File: config.mk
export PLATFORM = sky130hd
export DESIGN_NAME = dhcp_mode_command_sequencer
export DESIGN_NICKNAME = d
export VERILOG_FILES = /design/src/design/dhcp_pkg.sv /design/src/design/dhcp_mode_command_sequencer.sv
export VERILOG_INCLUDE_DIRS = /design/src /design/src/design
export SDC_FILE = /design/constraint.sdc
export NUM_CORES = 2
export LEC_CHECK = 0
export ABC_AREA = 1
export BUFFER_PORTS_ARGS = -buffer_cell sky130_fd_sc_hd__clkbuf_2
export CORE_ASPECT_RATIO = 1.75
export CORE_MARGIN = 2
export CORE_UTILIZATION = 56
export CTS_CLUSTER_SIZE = 14
export DETAILED_ROUTE_END_ITERATION = 10
export GPL_ROUTABILITY_DRIVEN = 0
export GPL_TIMING_DRIVEN = 0
export HOLD_SLACK_MARGIN = 0.06
export MAX_ROUTING_LAYER = met4
export PLACE_DENSITY = 0.73
export SYNTH_ARGS = -nofsm -noshare
export SYNTH_HDL_FRONTEND = slang
export SYNTH_SLANG_ARGS = --single-unit
File: constraint.sdc
create_clock -name mclk -period 2.12 [get_ports mclk]
set_input_delay 0.318 -clock mclk [delete_from_list [all_inputs] [get_ports mclk]]
set_output_delay 0.318 -clock mclk [all_outputs]
set_load 0.03 [all_outputs]
File: src/design/dhcp_regs.svh
// Purpose: Register map, codes and timing counts of the DHCP mode command sequencer
// Assumes: 20 MHz mclk, classic Wishbone with 32-bit data
// Notes:   Offsets are byte addresses; each register takes one aligned word
// Function
// The disable command goes out only when its trigger goes from false to true, never on a held level.
// The enable sequence starts only on a false-to-true change of its trigger, never on a held level.
// After the enable command the module is polled once a second for a server and a valid address.
// The enable timeout is given in whole seconds between 5 and 127 and bounds the polling.
// When the timeout runs out with no address, the error bit sets and the code word reads 1005.
// Success on enable is given only after the module reports a found server and a valid address.
// A finished command shows exactly one of success or error.
// An error code is below 100 when the module failed and above 1000 when local logic failed.
// The setting is kept in the module's flash, which leaves it unavailable for half a second or more.
// The program should fire each command once, on the second scan, from the inverted first-scan flag.
// Each command names its module by a number from 0 to 255 that must match the configured number.
// The private workspace word of a command is touched by nothing else.
// The configuration block offers a result status word, an interlock word and a 130-byte buffer.
// While one command to the module runs, the interlock holds every other command back.
`ifndef DHCP_REGS_SVH
`define DHCP_REGS_SVH

// Register offsets
`define OFS_CTRL          10'h000
`define OFS_TIMEOUT       10'h004
`define OFS_CFG_NUM       10'h008
`define OFS_STATUS        10'h00c
`define OFS_ERR_CODE      10'h010
`define OFS_RESULT        10'h014
`define OFS_BUF           10'h100
`define BUF_WORDS         8'h41

// Status bits
`define ST_SUCCESS        0
`define ST_ERROR          1
`define ST_INTERLOCK      2

// Reset values and limits
`define TIMEOUT_MIN       7'h05
`define TIMEOUT_MAX       7'h7f
`define CFG_NUM_RST       8'h00

// Link command codes
`define NET_CMD_NONE      2'h0
`define NET_CMD_DISABLE   2'h1
`define NET_CMD_ENABLE    2'h2
`define NET_CMD_POLL      2'h3

// Error codes (decimal 99, 1001, 1005)
`define ERR_MOD_MAX       16'h0063
`define ERR_MOD_NUM       16'h03e9
`define ERR_TIMEOUT       16'h03ed

// Timing
`define MCLK_PERIOD_NS    50
`define POLL_PERIOD_MS    1000
`define FLASH_HOLD_MS     500
`define POLL_CYCLES       (`POLL_PERIOD_MS * 1000000 / `MCLK_PERIOD_NS)
`define FLASH_HOLD_CYCLES ((`FLASH_HOLD_MS * 1000000 + `MCLK_PERIOD_NS - 1) / `MCLK_PERIOD_NS)

`endif

File: src/design/dhcp_pkg.sv
// Purpose: Types of the DHCP mode command sequencer
// Assumes: Nothing beyond the register header
// Notes:   Sequencer states only; codes live in the header
package dhcp_pkg;
    typedef enum logic [2:0] {
        S_IDLE,
        S_CMD,
        S_CMD_REL,
        S_HOLD,
        S_WAIT,
        S_POLL,
        S_POLL_REL
    } state_t;
endpackage

File: src/design/dhcp_mode_command_sequencer.sv
// Purpose: Issues DHCP disable and enable commands to the network module
// Assumes: Partner holds net_err and net_ip_ok steady while net_ack is high
// Notes:   One sequencer serves both commands, so the interlock is its busy state
`timescale 1ns/1ns
`include "dhcp_regs.svh"

module dhcp_mode_command_sequencer
    import dhcp_pkg::*;
#(
    parameter int unsigned POLL_CYCLES = `POLL_CYCLES,
    parameter int unsigned HOLD_CYCLES = `FLASH_HOLD_CYCLES
) (
    // Clock and reset
    input  wire logic        mclk,
    input  wire logic        arst_n,
    // Wishbone slave
    input  wire logic        wb_cyc_i,
    input  wire logic        wb_stb_i,
    input  wire logic        wb_we_i,
    input  wire logic [9:0]  wb_adr_i,
    input  wire logic [3:0]  wb_sel_i,
    input  wire logic [31:0] wb_dat_i,
    output logic             wb_ack_o,
    output logic      [31:0] wb_dat_o,
    // Network module link
    output logic             net_req,
    output logic      [1:0]  net_cmd,
    output logic      [7:0]  net_module,
    input  wire logic        net_ack,
    input  wire logic        net_ip_ok,
    input  wire logic [6:0]  net_err,
    // Result pins
    output logic             cmd_success,
    output logic             cmd_error,
    output logic             cmd_busy
);

    localparam logic [24:0] POLL_LAST = 25'(POLL_CYCLES - 1);
    localparam logic [24:0] HOLD_LAST = 25'(HOLD_CYCLES - 1);

    function automatic logic [15:0] merge16(input logic [15:0] old, input logic [15:0] dat,
                                            input logic [1:0] sel);
        merge16 = {sel[1] ? dat[15:8] : old[15:8], sel[0] ? dat[7:0] : old[7:0]};
    endfunction

    // Bus state
    logic        ack_reg;
    logic [31:0] dat_reg;
    // Control and result state
    logic [1:0]  trig_reg;
    logic [1:0]  trig_prev_reg;
    logic [7:0]  mod_num_reg;
    logic [7:0]  cfg_num_reg;
    logic [6:0]  timeout_reg;
    logic        dis_pend_reg;
    logic        en_pend_reg;
    logic        active_en_reg;
    logic        success_reg;
    logic        error_reg;
    logic [15:0] err_code_reg;
    logic [15:0] result_reg;
    logic [15:0] buf_mem [`BUF_WORDS];
    // Sequencer
    state_t      state_reg;
    state_t      state_next;
    logic [24:0] cnt_reg;
    logic [24:0] cnt_next;
    logic [6:0]  sec_reg;
    logic [6:0]  sec_next;
    logic        net_req_reg;
    logic        req_next;
    logic [1:0]  net_cmd_reg;
    logic [1:0]  cmd_next;
    logic [7:0]  net_module_reg;
    logic [6:0]  resp_err_reg;
    logic        resp_ip_reg;
    logic        fin_ok;
    logic        fin_err;
    logic        fin_mod;
    logic [15:0] fin_code;
    logic        launch;
    logic        busy_reg;
    // Pin synchronisers: {err, ip_ok, ack}
    logic [8:0]  sync1_reg;
    logic [8:0]  sync2_reg;

    // Bus decode
    wire        bus_take  = wb_cyc_i & wb_stb_i & ~ack_reg;
    wire        wr_stb    = wb_cyc_i & wb_stb_i & wb_we_i & ack_reg;
    wire [9:0]  word_adr  = {wb_adr_i[9:2], 2'b00};
    wire [9:0]  buf_diff  = word_adr - `OFS_BUF;
    wire [6:0]  buf_idx   = buf_diff[8:2];
    wire        sel_ctrl  = word_adr == `OFS_CTRL;
    wire        sel_tmo   = word_adr == `OFS_TIMEOUT;
    wire        sel_cfg   = word_adr == `OFS_CFG_NUM;
    wire        sel_stat  = word_adr == `OFS_STATUS;
    wire        sel_code  = word_adr == `OFS_ERR_CODE;
    wire        sel_res   = word_adr == `OFS_RESULT;
    wire        buf_hit   = (word_adr >= `OFS_BUF) && (buf_diff[9:2] < `BUF_WORDS);
    wire [15:0] ctrl_word = {mod_num_reg, 6'h00, trig_reg};
    wire [15:0] ctrl_wv   = merge16(ctrl_word, wb_dat_i[15:0], wb_sel_i[1:0]);
    wire [15:0] tmo_wv    = merge16({9'h000, timeout_reg}, wb_dat_i[15:0], wb_sel_i[1:0]);
    wire [15:0] cfg_wv    = merge16({8'h00, cfg_num_reg}, wb_dat_i[15:0], wb_sel_i[1:0]);
    // Out-of-range timeouts are clamped rather than refused
    wire [6:0]  tmo_clamp = (tmo_wv < {9'h000, `TIMEOUT_MIN}) ? `TIMEOUT_MIN :
                            (tmo_wv > {9'h000, `TIMEOUT_MAX}) ? `TIMEOUT_MAX : tmo_wv[6:0];
    wire [2:0]  status    = {state_reg != S_IDLE, error_reg, success_reg};
    wire [31:0] rd_data   = sel_ctrl ? {16'h0000, ctrl_word} :
                            sel_tmo  ? {25'h0000000, timeout_reg} :
                            sel_cfg  ? {24'h000000, cfg_num_reg} :
                            sel_stat ? {29'h00000000, status} :
                            sel_code ? {16'h0000, err_code_reg} :
                            sel_res  ? {16'h0000, result_reg} :
                            buf_hit  ? {16'h0000, buf_mem[buf_idx]} : 32'h00000000;

    // Link and sequencer decode
    wire        ack_s        = sync2_reg[0];
    wire        ip_s         = sync2_reg[1];
    wire [6:0]  err_s        = sync2_reg[8:2];
    wire        mod_fail     = resp_err_reg != 7'h00;
    wire [15:0] mod_code     = (resp_err_reg > `ERR_MOD_MAX) ? `ERR_MOD_MAX :
                               {9'h000, resp_err_reg};
    wire        dis_edge     = trig_reg[0] & ~trig_prev_reg[0];
    wire        en_edge      = trig_reg[1] & ~trig_prev_reg[1];
    wire        go           = dis_pend_reg | en_pend_reg;
    wire        num_mismatch = mod_num_reg != cfg_num_reg;
    wire        cnt_zero     = cnt_reg == 25'h0000000;
    wire        resp_take    = ack_s & ((state_reg == S_CMD) | (state_reg == S_POLL));

    always_ff @(posedge mclk or negedge arst_n) begin
        if (!arst_n) begin
            sync1_reg <= 9'h000;
            sync2_reg <= 9'h000;
        end else begin
            sync1_reg <= {net_err, net_ip_ok, net_ack};
            sync2_reg <= sync1_reg;
        end
    end

    always_ff @(posedge mclk or negedge arst_n) begin
        if (!arst_n) begin
            ack_reg <= 1'b0;
            dat_reg <= 32'h00000000;
        end else begin
            ack_reg <= bus_take;
            dat_reg <= bus_take ? rd_data : dat_reg;
        end
    end

    always_ff @(posedge mclk or negedge arst_n) begin
        if (!arst_n) begin
            trig_reg      <= 2'h0;
            trig_prev_reg <= 2'h0;
            mod_num_reg   <= 8'h00;
            cfg_num_reg   <= `CFG_NUM_RST;
            timeout_reg   <= `TIMEOUT_MIN;
        end else begin
            trig_prev_reg <= trig_reg;
            trig_reg      <= (wr_stb && sel_ctrl) ? ctrl_wv[1:0] : trig_reg;
            mod_num_reg   <= (wr_stb && sel_ctrl) ? ctrl_wv[15:8] : mod_num_reg;
            cfg_num_reg   <= (wr_stb && sel_cfg) ? cfg_wv[7:0] : cfg_num_reg;
            timeout_reg   <= (wr_stb && sel_tmo) ? tmo_clamp : timeout_reg;
        end
    end

    // Shared message buffer, 65 words
    always_ff @(posedge mclk or negedge arst_n) begin
        if (!arst_n) begin
            for (int i = 0; i < `BUF_WORDS; i++) begin
                buf_mem[i] <= 16'h0000;
            end
        end else if (wr_stb && buf_hit) begin
            buf_mem[buf_idx] <= merge16(buf_mem[buf_idx], wb_dat_i[15:0], wb_sel_i[1:0]);
        end
    end

    // Edges that arrive while busy wait here; a new edge beats the launch clear
    always_ff @(posedge mclk or negedge arst_n) begin
        if (!arst_n) begin
            dis_pend_reg  <= 1'b0;
            en_pend_reg   <= 1'b0;
            active_en_reg <= 1'b0;
        end else begin
            dis_pend_reg  <= dis_edge | (dis_pend_reg & ~launch);
            en_pend_reg   <= en_edge | (en_pend_reg & ~(launch & ~dis_pend_reg));
            active_en_reg <= launch ? ~dis_pend_reg : active_en_reg;
        end
    end

    always_comb begin
        state_next = state_reg;
        cnt_next   = cnt_reg;
        sec_next   = sec_reg;
        req_next   = net_req_reg;
        cmd_next   = net_cmd_reg;
        fin_ok     = 1'b0;
        fin_err    = 1'b0;
        fin_mod    = 1'b0;
        fin_code   = 16'h0000;
        launch     = 1'b0;
        case (state_reg)
            S_IDLE: begin
                if (go) begin
                    launch = 1'b1;
                    if (num_mismatch) begin
                        fin_err  = 1'b1;
                        fin_code = `ERR_MOD_NUM;
                    end else begin
                        state_next = S_CMD;
                        req_next   = 1'b1;
                        cmd_next   = dis_pend_reg ? `NET_CMD_DISABLE : `NET_CMD_ENABLE;
                    end
                end
            end
            S_CMD: begin
                if (ack_s) begin
                    state_next = S_CMD_REL;
                    req_next   = 1'b0;
                end
            end
            S_CMD_REL: begin
                if (!ack_s) begin
                    if (mod_fail) begin
                        state_next = S_IDLE;
                        fin_err    = 1'b1;
                        fin_mod    = 1'b1;
                        fin_code   = mod_code;
                    end else begin
                        state_next = S_HOLD;
                        cnt_next   = HOLD_LAST;
                    end
                end
            end
            S_HOLD: begin
                if (!cnt_zero) begin
                    cnt_next = cnt_reg - 25'h0000001;
                end else if (active_en_reg) begin
                    state_next = S_WAIT;
                    cnt_next   = POLL_LAST;
                    sec_next   = 7'h00;
                end else begin
                    state_next = S_IDLE;
                    fin_ok     = 1'b1;
                end
            end
            S_WAIT: begin
                if (!cnt_zero) begin
                    cnt_next = cnt_reg - 25'h0000001;
                end else begin
                    state_next = S_POLL;
                    req_next   = 1'b1;
                    cmd_next   = `NET_CMD_POLL;
                    sec_next   = 7'(sec_reg + 7'h01);
                end
            end
            S_POLL: begin
                if (ack_s) begin
                    state_next = S_POLL_REL;
                    req_next   = 1'b0;
                end
            end
            S_POLL_REL: begin
                if (!ack_s) begin
                    state_next = S_IDLE;
                    if (mod_fail) begin
                        fin_err  = 1'b1;
                        fin_mod  = 1'b1;
                        fin_code = mod_code;
                    end else if (resp_ip_reg) begin
                        fin_ok = 1'b1;
                    end else if (sec_reg >= timeout_reg) begin
                        fin_err  = 1'b1;
                        fin_code = `ERR_TIMEOUT;
                    end else begin
                        state_next = S_WAIT;
                        cnt_next   = POLL_LAST;
                    end
                end
            end
            default: begin
                state_next = S_IDLE;
                req_next   = 1'b0;
            end
        endcase
    end

    always_ff @(posedge mclk or negedge arst_n) begin
        if (!arst_n) begin
            state_reg      <= S_IDLE;
            cnt_reg        <= 25'h0000000;
            sec_reg        <= 7'h00;
            net_req_reg    <= 1'b0;
            net_cmd_reg    <= `NET_CMD_NONE;
            net_module_reg <= 8'h00;
            resp_err_reg   <= 7'h00;
            resp_ip_reg    <= 1'b0;
            busy_reg       <= 1'b0;
        end else begin
            state_reg      <= state_next;
            cnt_reg        <= cnt_next;
            sec_reg        <= sec_next;
            net_req_reg    <= req_next;
            net_cmd_reg    <= cmd_next;
            net_module_reg <= launch ? mod_num_reg : net_module_reg;
            resp_err_reg   <= resp_take ? err_s : resp_err_reg;
            resp_ip_reg    <= resp_take ? ip_s : resp_ip_reg;
            busy_reg       <= state_next != S_IDLE;
        end
    end

    // Launch clears both bits; completion sets exactly one and wins over launch
    always_ff @(posedge mclk or negedge arst_n) begin
        if (!arst_n) begin
            success_reg  <= 1'b0;
            error_reg    <= 1'b0;
            err_code_reg <= 16'h0000;
            result_reg   <= 16'h0000;
        end else begin
            success_reg  <= fin_ok | (success_reg & ~launch);
            error_reg    <= fin_err | (error_reg & ~launch);
            err_code_reg <= fin_err ? fin_code : (fin_ok ? 16'h0000 : err_code_reg);
            result_reg   <= (fin_ok | fin_err) ? fin_code : result_reg;
        end
    end

    assign wb_ack_o    = ack_reg;
    assign wb_dat_o    = dat_reg;
    assign net_req     = net_req_reg;
    assign net_cmd     = net_cmd_reg;
    assign net_module  = net_module_reg;
    assign cmd_success = success_reg;
    assign cmd_error   = error_reg;
    assign cmd_busy    = busy_reg;
endmodule

==> run summary, run 1 <==
status - stopped before the end
last stage reached - global routing
Error - [ERROR GRT-0232] Routing congestion too high. Check the congestion heatmap in the GUI.
Initial Util - 56.43%
Synth top area share - 53.91%
row cnt - 151
Die H - 417.0 um
Synth cell types - 63
Cell Area, Placed - 0.05724 sq mm
post-DP HPWL - 182600 um
post-synthesis sequential area ratio - 54.01%
GR Util All Layers - 61.40%
clk sinks - 1178
Top Ports - 107
warnings from Yosys - 0
Mapped Cells - 6641
largest area contributor in the netlist - dfrtp_1
chip width - 240.0 um
H-tree depth - 3
clock root cell - clkbuf_16
Num CTS Buffers - 105
CTS max path bufs - 3
Congestion Overflow GR - 1
ys flop type - dfrtp_1
dominant cells by area after synthesis - dfrtp_1, nand2_1, o21ai_0, a22oi_1, o21ai_1
mean post-synth cell area - 8.219 sq um
synthesized area - 0.05458 sq mm
largest net degree at the start of global routing - 117
Post-synth EDFFs - 0
Port Buffer Count - 64
Yosys reg bits - 1178
Synth async-reset ratio - 100.0%
==> synth_stat cells, drive strengths merged, types with 5 or more instances <==
library cell	number
nand2	3029
dfrtp	1176
o21ai	755
buf	298
inv	227
nor2	223
nand3	143
a21oi	141
a22oi	136
clkbuf	136
nand4	132
nor3	71
a41oi	37
o211ai	37
xor2	15
a31oi	11
ha	11
nor4	6
mux2	5
==> cell families after synthesis <==
| family | share of synthesized area [%] |
|---|---|
| compound gates | 11.77 |
| xor+xnor | 0.2888 |
| fa+ha+maj | 0.2521 |
| buf+inv | 6.274 |
| flops | 54.01 |
| mux | 0.1031 |
| other cells | 0.006870 |
| simple gates | 27.29 |
==> stage by stage <==
step	setup WS, ps	utilization (%)	setup TNS (ps)	cells
after floorplan	-171.5	-	-99150	6656
after global placement	-27550	58.85	-	8020
after detailed placement	-3142	59.17	-2677660	8031
after CTS	-418.8	66.99	-299570	8316
==> repair_timing <==
action	in CTS
pin swaps	67
endpoints found under the hold margin	90
buffers inserted	69
gates resized for setup	783
hold buffers	29
cloned	12
endpoints found under the setup margin	1133
==> layer usage <==
layer  overflow  global-route usage, %
met5          -                      -
met2          0                  81.03
met4          1                  62.13
met1          0                  59.44
met3          0                  37.31
==> inputs of run 2 (changes only) <==
CORE_ASPECT_RATIO = unset   (was 1.75)
CORE_UTILIZATION = 40   (was 56)
CTS_CLUSTER_SIZE = unset   (was 14)
HOLD_SLACK_MARGIN = unset   (was 0.06)
MAX_ROUTING_LAYER = unset   (was met4)
PLACE_DENSITY = unset   (was 0.73)
PLACE_DENSITY_LB_ADDON = 0.15   (was unset)
clock period = 2.8 ns   (was 2.12 ns; I/O delays follow)
==> run 2 against run 1 <==
  * The flow now finishes, with violations (negative setup slack)
  * Synthesized cell count did not move
  * Synthesized area did not move
==> run summary, run 2 <==
Hold Path Class - in2reg
Place WS - -2155 ps
Detail Route Antenna Nets - 0
clock slew at reported path FFs - 60 ps
final cell utilization of the core - 47.41%
Crit path largest cell delay - 340 ps
P per Cell Area - 605.8 mW/mm^2
layout cells sized above 1 - 13.63%
Post-synth EDFFs - 0
vias in the first global route - 48540
most frequent cells in the layout - nand2_1, dfrtp_1, o21ai_0, o21ai_1, inv_1
Worst-Margin Slew - 1014 ps
Multi-input gate area - 0.02230 sq mm
Yosys reg bits - 1178
Synth cell types - 63
critical path's slowest cell - o211ai_1
chip width - 373.4 um
internal power - 28480 uW
Via Count - 51700
Synth async-reset ratio - 100.0%
initial antenna violation count - 3
GR Util All Layers - 35.79%
detailed-route DRC error count - 0
r2r worst-path depth - 10
ys flop type - dfrtp_1
mean post-synth cell area - 8.219 sq um
arrival time at the worst endpoint - 3530 ps
Lkg Pwr - 0.03115 uW
Period minus WS final - 2895 ps
worst setup margin - -94.90 ps
worst-path maximum fanout - 10
Fmax achieved - 345.4 MHz
peak supply drop - 0.0004269 V
synthesized area - 0.05458 sq mm
critical path class - in2reg
Initial Util - 40.29%
Clock Power Share - 47.1%
most common cell after layout, fill and taps aside - nand2_1
max reg flops - 1040
most common cell in the netlist - nand2_1
Buf/Inv on CP - 6
Congestion Overflow GR - 0
status - finished with violations
Filler cells - 13410
Final Cell Area - 0.06422 sq mm
crit-path cells - buf_6 > inv_4 > nor2_8 > buf_12 > clkbuf_4 > nand2_1 > nand4_1 > o211ai_1 > nand3_1 > nand3_1 > nand3_4 > a21boi_4 > buf_6 > clkbuf_4 > o21ai_0
Commonest cells post-synth - nand2_1, dfrtp_1, o21ai_0
clock skew - 40.06 ps
post-DP HPWL - 177200 um
area delta synth->final - 17.65%
clock root cell - clkbuf_16
post-synthesis sequential area ratio - 54.01%
max_slew headroom - 32.41%
failing checks - negative setup slack
Mapped Cells - 6641
hold path depth - 5
final wirelength - 252800 um
Hold Fails Final Rpt - 0
Cell Area, Placed - 0.05758 sq mm
WP depth - 15
Die H - 373.4 um
Final Max Tran Viols - 0
vias per cell - 5.863
Top Ports - 107
per-cell routed wire length - 28.66 um
sw frac - 26.78%
MaxCap Viol Count - 0
CP delay by family, top - buffers and inverters
first-pass GRT wire length - 358600 um
Finish-stage setup viols - 166
WP data required - 3440 ps
Port Buffer Count - 64
H-tree depth - 4
Crit. End Element - flip-flop
CTS tree - yes
total power - 38900 uW
startpoint types - input pin
warnings from Yosys - 0
largest area contributor in the netlist - dfrtp_1
dominant cells by area after synthesis - dfrtp_1, nand2_1, o21ai_0, a22oi_1, o21ai_1
largest net degree at the start of global routing - 101
combinational power share - 8.6%
Num CTS Buffers - 136
Synth top area share - 53.91%
Placeable Area - 0.1355 sq mm
drt pass-1 iters - 6
Switch Pwr - 10420 uW
Iteration-0 DRC Markers - 8074
clk sinks - 1178
final net count - 7005
clk_lat worst skew - 800 ps
storage element area - 0.02948 sq mm
CTS max path bufs - 3
Final period util - 103.4%
Seq pwr share - 44.3%
Die ar. - 0.1394 sq mm
row cnt - 135
## run 2: cell counts after synthesis
No cell type changed its count.
## run 2: worst reg2reg max path: stages, from the launching register on
cell,delay [ps]
dfrtp_1,380
nand2_1,110
nand3_1,80
o21ai_1,330
o211ai_1,320
nand3_1,300
nand3_4,180
a21boi_2,250
buf_6,250
clkbuf_4,300
o21ai_0,110
## run 2: final timing paths
check / startpoint / endpoint / slack [ps]
worst max-delay path: wb_adr_i[2] / buf_mem[457]$_DFFE_PN0P_ / -90
worst min-delay path: wb_stb_i / wb_dat_o[8]$_DFFE_PN0P_ / 100
worst max register to register: buf_mem[280]$_DFFE_PN0P_ / buf_mem[472]$_DFFE_PN0P_ / 40
worst min register to register: sync1_reg[8]$_DFF_PN0_ / sync2_reg[8]$_DFF_PN0_ / 330
max in group asynchronous: arst_n / sync2_reg[6]$_DFF_PN0_ / 410
min in group asynchronous: arst_n / buf_mem[695]$_DFFE_PN0P_ / 250
## run 2: stage by stage
step,hold slack [ps],TNS (ps),std cells
floorplan,124.4,0,6656
global route,140.5,-42.59,8816
global placement,334.0,-,8501
detailed placement,335.5,-1765400,8515
CTS,79.24,0,8801
finish,95.94,-4233,8819
## run 2: logic make-up (layout without fill, tap and decap cells)
logic type / count (synthesis) / in the layout / synth area share [%]
mux: 5 / 5 / 0.1031
other cells: 1 / 19 / 0.006870
xor+xnor: 18 / 18 / 0.2888
fa+ha+maj: 11 / 11 / 0.2521
compound gates: 1144 / 1144 / 11.77
flops: 1178 / 1178 / 54.01
simple gates: 3620 / 3620 / 27.29
buf+inv: 664 / 1043 / 6.274
## run 2: power by group through the flow
stage	combinational (uW)	sequential [uW]	clock [uW]
global placement	2890	17600	0
floorplan	1110	17600	0
global route	3400	17300	19000
finish	3350	17200	18300
detailed placement	2960	17600	0
CTS	3170	17200	18300
## run 2: timing repair
item                       in CTS  in global routing
setup endpoints to repair    1093                962
hold endpoints to repair       71                  0
gates cloned                    0                  1
buffers inserted               20                 15
gates resized for setup       377                176
pin swaps                      24                 25
hold buffers                   27                  0
## run 2: final cells by class
type	count	area share, %
Buffer	433	5.477
Antenna cell	3	0.01169
Timing Repair Buffer	141	2.048
Multi-Input combinational cell	4814	34.73
Sequential cell	1178	45.91
Clock inverter	42	0.6956
Inverter	230	1.416
Clock buffer	197	6.244
Tap cell	1781	3.470
## run 2: metal layers
metal  part of all wire [%]  track usage (%)  vias up
li1                       -                -    22110
met1                     39            48.24    25620
met2                     42            51.06     3246
met3                     12            9.970      719
met4                    7.1            21.75        0
met5                      0                0        -
Note: power is estimated with default switching activity, not from simulation.
